==> config.mk <==
export PLATFORM = sky130hd
export DESIGN_NAME = arsq_core
export DESIGN_NICKNAME = d
export VERILOG_FILES = /design/src/pkg/arsq_pkg.sv /design/src/core/arsq_timer.sv /design/src/core/arsq_core.sv
export SDC_FILE = /design/constraint.sdc
export NUM_CORES = 1
export LEC_CHECK = 0
export BUFFER_PORTS_ARGS = -buffer_cell sky130_fd_sc_hd__buf_2
export CELL_PAD_IN_SITES_DETAIL_PLACEMENT = 1
export CELL_PAD_IN_SITES_GLOBAL_PLACEMENT = 2
export CORE_MARGIN = 2
export CORE_UTILIZATION = 28
export CTS_CLUSTER_DIAMETER = 120
export DETAILED_ROUTE_END_ITERATION = 12
export GPL_TIMING_DRIVEN = 0
export HOLD_SLACK_MARGIN = 0.02
export PLACE_DENSITY_LB_ADDON = 0.12
export SYNTH_ARGS = -nofsm -noshare
export SYNTH_HDL_FRONTEND = slang
export SYNTH_HIERARCHICAL = 1
export SYNTH_SLANG_ARGS = --single-unit
==> constraint.sdc <==
create_clock -name clock -period 7.4 [get_ports clock]
set_input_delay 0.37 -clock clock [delete_from_list [all_inputs] [get_ports clock]]
set_output_delay 0.37 -clock clock [all_outputs]
set_load 0.05 [all_outputs]
==> src/pkg/arsq_pkg.sv <==
// Constants and the state type shared by the auto-reclose sequencer files.
package arsq_pkg;

  // ----------------------------------------------------------------
  // Sizes
  // ----------------------------------------------------------------
  localparam int MAX_SHOTS = 6;
  localparam int INIT_SLOTS = 4;
  localparam int SHOT_W = 3;
  localparam int DT_W = 16;
  localparam int TIME_W = 22;
  localparam int CNT_W = 16;
  localparam int HOUR_W = 8;
  localparam logic [SHOT_W-1:0] SHOT_ZERO = 3'h0;

  // ----------------------------------------------------------------
  // Pin vector bit positions
  // ----------------------------------------------------------------
  localparam int PIN_W = 7;
  localparam int PIN_BKR = 0;
  localparam int PIN_BLK0 = 1;
  localparam int PIN_BLK1 = 2;
  localparam int PIN_LOCK = 3;
  localparam int PIN_INCR = 4;
  localparam int PIN_RESET = 5;
  localparam int PIN_BRDY = 6;

  // ----------------------------------------------------------------
  // Timing
  // ----------------------------------------------------------------
  localparam int CLOCK_PERIOD_NS = 10;
  localparam int TICK_NS = 1000000;
  localparam int TICK_CYCLES = TICK_NS / CLOCK_PERIOD_NS;
  localparam int BKR_SUP_MS = 200;
  localparam int HOUR_MS = 3600000;

  // ----------------------------------------------------------------
  // Sequencer states
  // ----------------------------------------------------------------
  typedef enum logic [3:0] {
    ST_STANDBY,
    ST_MAN_BLOCK,
    ST_READY,
    ST_RUN_FAULT,
    ST_WAIT_OPEN,
    ST_DEAD,
    ST_RECLOSING,
    ST_RUN2READY,
    ST_BLOCKED,
    ST_LOCKOUT,
    ST_LOR
  } arsq_state_type;

endpackage

==> src/core/arsq_timer.sv <==
// Millisecond down-counter used for the sequencer's timers.
`timescale 1ns/1ps
`default_nettype none
module arsq_timer #(
  parameter int W = 22
) (
  // Clock and reset
  input wire logic clock,
  input wire logic rst,
  // Control
  input wire logic load,
  input wire logic [W-1:0] load_value,
  input wire logic tick,
  // Status
  output logic done
);

  logic [W-1:0] count_reg;
  logic [W-1:0] count_next;

  // ----------------------------------------------------------------
  // Counter
  // ----------------------------------------------------------------
  // A load always wins over a pending tick so a restart is never shortened.
  always_comb begin
    count_next = count_reg;
    if (load) begin
      count_next = load_value;
    end else if (tick && count_reg != '0) begin
      count_next = count_reg - W'(1);
    end
  end

  always_ff @(posedge clock) begin
    if (rst) begin
      count_reg <= '0;
    end else begin
      count_reg <= count_next;
    end
  end

  assign done = (count_reg == '0);

endmodule
`default_nettype wire

==> src/core/arsq_core.sv <==
// Auto-reclose sequencer: states, shots, timers, limits and counters.
`timescale 1ns/1ps
`default_nettype none
module arsq_core
  import arsq_pkg::*;
#(
  parameter int N_FUNC = 16,
  parameter int TICK_DIV = TICK_CYCLES,
  parameter int HOUR_LEN_MS = HOUR_MS
) (
  // Clock and reset
  input wire logic clock,
  input wire logic rst,
  // Configuration
  input wire logic function_active,
  input wire logic breaker_configured,
  input wire logic [SHOT_W-1:0] shots_cfg,
  input wire logic [HOUR_W-1:0] max_cycles_per_hour,
  input wire logic [DT_W-1:0] dead_time_ms [1:MAX_SHOTS],
  input wire logic [DT_W-1:0] t_manual_block_ms,
  input wire logic [DT_W-1:0] t_fault_ms,
  input wire logic [DT_W-1:0] t_close_sup_ms,
  input wire logic [DT_W-1:0] t_run2ready_ms,
  input wire logic [DT_W-1:0] t_lockout_reset_ms,
  input wire logic [$clog2(N_FUNC)-1:0] init_sel_idx [0:MAX_SHOTS][0:INIT_SLOTS-1],
  input wire logic [INIT_SLOTS-1:0] init_sel_en [0:MAX_SHOTS],
  input wire logic [N_FUNC-1:0] block_func_mask,
  input wire logic ext_block_enable,
  input wire logic ext_lock_enable,
  input wire logic ext_incr_enable,
  input wire logic ext_reset_enable,
  // Protective functions
  input wire logic [N_FUNC-1:0] prot_trip,
  // Pins
  input wire logic breaker_closed_in,
  input wire logic breaker_ready_in,
  input wire logic [1:0] external_block_inputs,
  input wire logic ext_lock_in,
  input wire logic ext_incr_in,
  input wire logic ext_reset_in,
  // Outputs
  output arsq_state_type state_out,
  output logic [SHOT_W-1:0] shot_out,
  output logic close_cmd,
  output logic result_ok,
  output logic result_fail,
  output logic [HOUR_W-1:0] hour_count,
  output logic [CNT_W-1:0] count_total,
  output logic [CNT_W-1:0] count_ok,
  output logic [CNT_W-1:0] count_fail
);

  localparam int DIV_W = $clog2(TICK_DIV);

  // ----------------------------------------------------------------
  // Pin synchronisers and filter
  // ----------------------------------------------------------------
  logic [PIN_W-1:0] pin_raw;
  logic [PIN_W-1:0] s1_reg, s2_reg, s3_reg, pin_reg, prev_reg;
  logic [PIN_W-1:0] pin_next;

  assign pin_raw = {breaker_ready_in, ext_reset_in, ext_incr_in, ext_lock_in,
                    external_block_inputs, breaker_closed_in};

  // A pin only changes once the second and third stages agree.
  always_comb begin
    pin_next = (~(s2_reg ^ s3_reg) & s2_reg) | ((s2_reg ^ s3_reg) & pin_reg);
  end

  always_ff @(posedge clock) begin
    if (rst) begin
      s1_reg <= '0;
      s2_reg <= '0;
      s3_reg <= '0;
      pin_reg <= '0;
      prev_reg <= '0;
    end else begin
      s1_reg <= pin_raw;
      s2_reg <= s1_reg;
      s3_reg <= s2_reg;
      pin_reg <= pin_next;
      prev_reg <= pin_reg;
    end
  end

  // ----------------------------------------------------------------
  // Millisecond tick
  // ----------------------------------------------------------------
  logic [DIV_W-1:0] div_reg, div_next;
  logic tick;

  assign tick = (div_reg == DIV_W'(TICK_DIV - 1));

  always_comb begin
    div_next = tick ? '0 : div_reg + DIV_W'(1);
  end

  always_ff @(posedge clock) begin
    if (rst) begin
      div_reg <= '0;
    end else begin
      div_reg <= div_next;
    end
  end

  // ----------------------------------------------------------------
  // Conditions
  // ----------------------------------------------------------------
  arsq_state_type state_reg, state_next;
  logic [SHOT_W-1:0] shot_reg, shot_next, shots_lim;
  logic [INIT_SLOTS-1:0] init_hit;
  logic bkr_closed, bkr_ready, ext_blk, ext_lock, incr_pulse, reset_pulse;
  logic block_any, enabled, initiate, gen_trip, locked;

  assign bkr_closed = pin_reg[PIN_BKR];
  assign bkr_ready = pin_reg[PIN_BRDY];
  assign ext_blk = ext_block_enable && (pin_reg[PIN_BLK0] || pin_reg[PIN_BLK1]);
  assign ext_lock = ext_lock_enable && pin_reg[PIN_LOCK];
  assign incr_pulse = ext_incr_enable && pin_reg[PIN_INCR] && !prev_reg[PIN_INCR];
  assign reset_pulse = ext_reset_enable && pin_reg[PIN_RESET] && !prev_reg[PIN_RESET];
  assign block_any = ext_blk || |(prot_trip & block_func_mask);
  assign enabled = function_active && breaker_configured;
  assign gen_trip = |prot_trip;
  assign locked = (state_reg == ST_LOCKOUT) || (state_reg == ST_LOR);
  assign shots_lim = (shots_cfg > SHOT_W'(MAX_SHOTS)) ? SHOT_W'(MAX_SHOTS) : shots_cfg;

  // The initiate set follows the shot now running, shot zero included.
  for (genvar k = 0; k < INIT_SLOTS; k++) begin : g_init
    assign init_hit[k] = init_sel_en[shot_reg][k] && prot_trip[init_sel_idx[shot_reg][k]];
  end
  assign initiate = |init_hit;

  // ----------------------------------------------------------------
  // Timers
  // ----------------------------------------------------------------
  logic tmr_load, tmr_done, hour_done;
  logic [TIME_W-1:0] tmr_value;

  arsq_timer #(.W(TIME_W)) u_state_timer (
    .clock(clock),
    .rst(rst),
    .load(tmr_load),
    .load_value(tmr_value),
    .tick(tick),
    .done(tmr_done)
  );

  // Fixed hourly window; the per-hour count restarts at each window end.
  arsq_timer #(.W(TIME_W)) u_hour_timer (
    .clock(clock),
    .rst(rst),
    .load(hour_done),
    .load_value(TIME_W'(HOUR_LEN_MS)),
    .tick(tick),
    .done(hour_done)
  );

  // ----------------------------------------------------------------
  // Sequencer
  // ----------------------------------------------------------------
  logic close_reg, close_next, ok_reg, ok_next, fail_reg, fail_next;
  logic [HOUR_W-1:0] hour_reg, hour_next;
  logic [CNT_W-1:0] tot_reg, tot_next, okc_reg, okc_next, failc_reg, failc_next;

  always_comb begin
    logic go_fail;
    go_fail = 1'b0;
    state_next = state_reg;
    shot_next = shot_reg;
    tmr_load = 1'b0;
    tmr_value = '0;
    close_next = 1'b0;
    ok_next = 1'b0;
    fail_next = 1'b0;
    hour_next = hour_done ? '0 : hour_reg;
    tot_next = tot_reg;
    okc_next = okc_reg;
    failc_next = failc_reg;
    if (!enabled) begin
      state_next = ST_STANDBY;
      shot_next = SHOT_ZERO;
    end else if (block_any && !locked) begin
      state_next = ST_BLOCKED;
      shot_next = SHOT_ZERO;
    end else if (ext_lock && !locked) begin
      state_next = ST_LOCKOUT;
    end else begin
      unique case (state_reg)
        ST_STANDBY: begin
          if (bkr_closed) begin
            state_next = ST_MAN_BLOCK;
            tmr_load = 1'b1;
            tmr_value = TIME_W'(t_manual_block_ms);
          end
        end
        ST_MAN_BLOCK: begin
          shot_next = SHOT_ZERO;
          if (tmr_done) begin
            state_next = bkr_closed ? ST_READY : ST_STANDBY;
          end
        end
        ST_READY: begin
          if (!bkr_closed) begin
            state_next = ST_STANDBY;
          end else if (initiate) begin
            if (hour_next >= max_cycles_per_hour) begin
              state_next = ST_LOCKOUT;
            end else begin
              hour_next = hour_next + HOUR_W'(1);
              state_next = ST_RUN_FAULT;
              tmr_load = 1'b1;
              tmr_value = TIME_W'(t_fault_ms);
            end
          end
        end
        ST_RUN_FAULT: begin
          if (initiate) begin
            state_next = ST_WAIT_OPEN;
            tmr_load = 1'b1;
            tmr_value = TIME_W'(BKR_SUP_MS);
          end else if (tmr_done) begin
            go_fail = 1'b1;
          end
        end
        ST_WAIT_OPEN: begin
          if (!bkr_closed) begin
            if (shot_reg >= shots_lim) begin
              go_fail = 1'b1;
            end else begin
              state_next = ST_DEAD;
              tmr_load = 1'b1;
              tmr_value = TIME_W'(dead_time_ms[shot_reg + SHOT_W'(1)]);
            end
          end else if (tmr_done) begin
            go_fail = 1'b1;
          end
        end
        ST_DEAD: begin
          if (bkr_closed) begin
            go_fail = 1'b1;
          end else if (tmr_done) begin
            if (initiate || gen_trip) begin
              go_fail = 1'b1;
            end else if (bkr_ready) begin
              shot_next = shot_reg + SHOT_W'(1);
              close_next = 1'b1;
              tot_next = tot_reg + CNT_W'(1);
              state_next = ST_RECLOSING;
              tmr_load = 1'b1;
              tmr_value = TIME_W'(t_close_sup_ms);
            end
          end
        end
        ST_RECLOSING: begin
          if (bkr_closed) begin
            state_next = ST_RUN2READY;
            tmr_load = 1'b1;
            tmr_value = TIME_W'(t_run2ready_ms);
          end else if (tmr_done) begin
            go_fail = 1'b1;
          end
        end
        ST_RUN2READY: begin
          if (initiate) begin
            state_next = ST_RUN_FAULT;
            tmr_load = 1'b1;
            tmr_value = TIME_W'(t_fault_ms);
          end else if (tmr_done) begin
            state_next = ST_READY;
            shot_next = SHOT_ZERO;
            ok_next = 1'b1;
            okc_next = okc_reg + CNT_W'(1);
          end
        end
        ST_BLOCKED: begin
          state_next = ST_STANDBY;
        end
        ST_LOCKOUT: begin
          if (reset_pulse) begin
            state_next = ST_LOR;
            tmr_load = 1'b1;
            tmr_value = TIME_W'(t_lockout_reset_ms);
          end
        end
        ST_LOR: begin
          if (tmr_done) begin
            state_next = ST_STANDBY;
            shot_next = SHOT_ZERO;
          end
        end
        default: begin
          state_next = ST_STANDBY;
        end
      endcase
      if (go_fail) begin
        state_next = ST_LOCKOUT;
        fail_next = 1'b1;
        failc_next = failc_reg + CNT_W'(1);
      end
      // Saturates at the configured shot count so a stray pulse cannot overrun.
      if (incr_pulse && !locked && shot_next < shots_lim) begin
        shot_next = shot_next + SHOT_W'(1);
      end
    end
  end

  always_ff @(posedge clock) begin
    if (rst) begin
      state_reg <= ST_STANDBY;
      shot_reg <= '0;
      close_reg <= 1'b0;
      ok_reg <= 1'b0;
      fail_reg <= 1'b0;
      hour_reg <= '0;
      tot_reg <= '0;
      okc_reg <= '0;
      failc_reg <= '0;
    end else begin
      state_reg <= state_next;
      shot_reg <= shot_next;
      close_reg <= close_next;
      ok_reg <= ok_next;
      fail_reg <= fail_next;
      hour_reg <= hour_next;
      tot_reg <= tot_next;
      okc_reg <= okc_next;
      failc_reg <= failc_next;
    end
  end

  assign state_out = state_reg;
  assign shot_out = shot_reg;
  assign close_cmd = close_reg;
  assign result_ok = ok_reg;
  assign result_fail = fail_reg;
  assign hour_count = hour_reg;
  assign count_total = tot_reg;
  assign count_ok = okc_reg;
  assign count_fail = failc_reg;

  // ----------------------------------------------------------------
  // Checks
  // ----------------------------------------------------------------
  a_shot_max: assert property (@(posedge clock) disable iff (rst)
    shot_reg <= SHOT_W'(MAX_SHOTS)) else $error("shot counter above six");
  a_close_dead: assert property (@(posedge clock) disable iff (rst)
    close_reg |-> state_reg == ST_RECLOSING && $past(state_reg) == ST_DEAD && $past(tmr_done))
    else $error("close issued before dead time ended");
  a_block_wins: assert property (@(posedge clock) disable iff (rst)
    (enabled && block_any && !locked) |=> state_reg == ST_BLOCKED)
    else $error("blocking input ignored");
  a_start_ready: assert property (@(posedge clock) disable iff (rst)
    (state_reg == ST_RUN_FAULT && $past(state_reg) != ST_RUN_FAULT)
    |-> ($past(state_reg) == ST_READY || $past(state_reg) == ST_RUN2READY))
    else $error("run entered from wrong state");
  a_ready_entry: assert property (@(posedge clock) disable iff (rst)
    (state_reg == ST_READY && $past(state_reg) == ST_MAN_BLOCK)
    |-> $past(tmr_done) && $past(bkr_closed)) else $error("ready before block time");
  a_dead_open: assert property (@(posedge clock) disable iff (rst)
    (state_reg == ST_DEAD && $past(state_reg) == ST_WAIT_OPEN) |-> !$past(bkr_closed))
    else $error("dead time started with breaker closed");
  a_lor_entry: assert property (@(posedge clock) disable iff (rst)
    (state_reg == ST_LOR && $past(state_reg) == ST_LOCKOUT) |-> $past(reset_pulse))
    else $error("lockout left without reset");
  a_lor_timer: assert property (@(posedge clock) disable iff (rst)
    (state_reg == ST_STANDBY && $past(state_reg) == ST_LOR && $past(enabled))
    |-> $past(tmr_done)) else $error("lockout reset timer cut short");
  a_hour_limit: assert property (@(posedge clock) disable iff (rst)
    (hour_reg > $past(hour_reg)) |-> $past(hour_reg) < $past(max_cycles_per_hour))
    else $error("hourly cycle limit exceeded");
  a_tick_gap: assert property (@(posedge clock) disable iff (rst)
    tick |-> ##1 (!tick) [*3]) else $error("tick too frequent");
  a_result_ok: assert property (@(posedge clock) disable iff (rst)
    ok_reg |-> !fail_reg && state_reg == ST_READY && $past(state_reg) == ST_RUN2READY)
    else $error("success flag out of place");
  a_total_count: assert property (@(posedge clock) disable iff (rst)
    close_reg |-> tot_reg == $past(tot_reg) + CNT_W'(1)) else $error("total count missed");
  a_incr_gate: assert property (@(posedge clock) disable iff (rst)
    ($past(state_reg) == ST_DEAD && state_reg == ST_DEAD && !$past(ext_incr_enable))
    |-> shot_reg == $past(shot_reg)) else $error("shot moved with increment disabled");

endmodule
`default_nettype wire

==> flow_summary.json <==
{
  "cap_violations": 0,
  "ys_types": 86,
  "syn_area_um2": 11600,
  "ant_nets": 0,
  "antenna_found_initial": 6,
  "drtPass1Iterations": 5,
  "fin_cells": 2458,
  "regArea_um2": 3140,
  "required_ns": 7.73,
  "mostFrequentLayoutCell": "buf_2",
  "design_area_um2": 15200,
  "grt_start_max_net_pins": 17,
  "drt-total-wl_mm": 50.5,
  "routed_via_density": 5.22,
  "cts_tree": "done",
  "wl_per_cell_um": 20.6,
  "fmax_ghz": 0.146,
  "cts_max_level": 4,
  "cts_hold_buf": 0,
  "fp.dieW_um": 207,
  "nNetsFinal": 2302,
  "relSlewSlack": 0.119,
  "grt_pass1_vias": 13600,
  "cp.arrival_ns": 7.19,
  "via_count": 12800,
  "synth_cells": 1424,
  "coreArea_um2": 40800,
  "synth_seq_cells": 157,
  "dp.cells": 2421,
  "status": "finished, final reports clean",
  "synth-edff-count": 0,
  "clock_sinks": 157,
  "dp_slack_ns": -0.281,
  "place_congestion": 0.899,
  "cts_made_buffers": 17,
  "fin_crit_ns": 6.86,
  "grt.total_usage": 0.231,
  "p_leak_uw": 0.00630,
  "drive_gt1_frac": 0.289,
  "ys_seq_area_frac": 0.271,
  "io_pins": 440,
  "path_class": "reg -> reg",
  "mostFrequentLayoutCells": "buf_2, nor2_1, dfxtp_1",
  "skew_ns": 0.0129,
  "die_h_um": 207,
  "start_util": 0.284,
  "timing.final.crit_share": 0.927,
  "grt_pass1_wl_mm": 78.8,
  "overflow": 0,
  "tightest_slew_ns": 1.31,
  "syn_to_final_growth_pct": 31.0,
  "top_layer_used": "met4",
  "root_buffer": "clkbuf_16",
  "rsz0062_at_grt": "false",
  "critPathLaunchType": "register",
  "async_flop_share": 0,
  "rows": 74,
  "min_path_type": "in -> reg",
  "setup_slack_ns": 0.537,
  "syn-mean-instance-area_um2": 8.14,
  "multi_input_area_um2": 8030,
  "met2WireLength_mm": 24.2,
  "met1Wirelength_mm": 23.1,
  "dieArea_um2": 43000,
  "hold_viol_final": 0,
  "finalMaxSlewViolations": 0,
  "dpl.hpwl_mm": 41.4,
  "clkLatencyLatePin_ns": 0.44,
  "setup_viol": 0,
  "port_buffers": 439,
  "drc": 0,
  "endpoint_kind": "register",
  "first_iter_violations": 579,
  "clkTransAtPathRegs_ns": 0.07,
  "synth_warnings": 6,
  "placed_area_um2": 14500,
  "clk_path_buf_depth": 2,
  "wl_met3_mm": 2.10,
  "synth-main-ff-cell": "dfxtp_1",
  "fillers": 5121,
  "vdd_ir_drop_max_uv": 130,
  "p_per_area_nw_per_um2": 172,
  "cp_max_fo": 10
}
[final timing paths]
| path | from | endpoint | slack (ns) | depth (start not counted) |
|---|---|---|---|---|
| max | u_hour_timer/count_reg[13] | u_state_timer/count_reg[20] | 0.54 | 21 |
| min | external_block_inputs[1] | s1_reg[2] | 0.15 | 2 |
| max reg2reg | u_hour_timer/count_reg[13] | u_state_timer/count_reg[20] | 0.54 | 21 |
| min reg2reg | s1_reg[6] | s2_reg[6] | 0.44 | 1 |
[critical path, cell delays in order (launching register included)]
cell       delay [ns]
dfxtp_1          0.35
or4_1            0.52
buf_2            0.18
or3_2            0.52
nor3_2           0.57
buf_1            0.45
nor2b_1          0.16
ha_1             0.30
a21o_1           0.15
a21o_1           0.18
a21o_1           0.18
a21o_1           0.20
a2111oi_2        0.58
or2_2            0.21
and2_1           0.14
o21a_1           0.11
clkbuf_1         0.34
inv_1            0.07
a41oi_1          0.44
clkinv_1         0.38
clkbuf_1         0.35
a311oi_1         0.37
[cell usage after synthesis, types with 32 or more instances]
library cell  count  share of area
a21oi_1          65          0.028
xnor2_1          32          0.024
clkbuf_1         59          0.019
nand3_1          41          0.018
o21ai_0          39          0.017
nand2_1         103          0.033
nor2_1          157          0.051
mux2i_1          87          0.075
nor3_1           35          0.015
dfxtp_1         157           0.27
a221oi_1         34          0.026
inv_1            36          0.012
nor2b_1          63          0.034
[where the power goes]
part           internal, uW  leakage (uW)  switching (uW)  total, uW
Sequential              898       0.00127            52.8        951
Combinational           298       0.00474             456        754
Clock                   514      0.000287             397        911
[kinds of logic (layout without fill, tap and decap cells)]
group                      after synthesis  count (layout)  share of synthesized area
adders and majority gates               20              20                     0.0216
and+or+nand+nor                        562             562                      0.250
DFF                                    157             157                      0.271
muxes                                  132             132                      0.130
AOI/OAI and AO/OA                      366             366                      0.234
buffers and inverters                  123             594                     0.0456
other                                    2              33                   0.000648
xor gates and xnor gates                62              62                     0.0469
[per-layer routing]
| metal | up-vias | global-route usage |
|---|---|---|
| met5 | - | 0 |
| met4 | 0 | 0.0712 |
| met3 | 52 | 0.0333 |
| met2 | 329 | 0.394 |
| met1 | 6168 | 0.299 |
| li1 | 6289 | - |
[what timing repair did]
item	in CTS	in global routing
setup buffers	0	0
setup endpoints to repair	22	22
pin swaps	0	0
resized for setup	1	3
[final cells by class]
class,count,area share
diodes,5,0.000825
plain buffers,85,0.0254
clock buffers,19,0.0292
clock inverters,13,0.0101
inverters,38,0.00940
multi-input cells,1170,0.529
flip-flops and latches,157,0.207
well taps,532,0.0439
repair buffers,439,0.145
[stage by stage]
step,total power [uW],TNS [ns],util,hold WS (ns)
after floorplan,1420,0,-,0.414
after global placement,1700,-3.81,0.356,0.427
after detailed placement,1720,-4.21,0.356,0.428
after CTS,2640,0,0.371,0.129
after global routing,2770,0,0.372,0.133
final,2620,0,0.372,0.149
(Power assumes the default switching activity.)
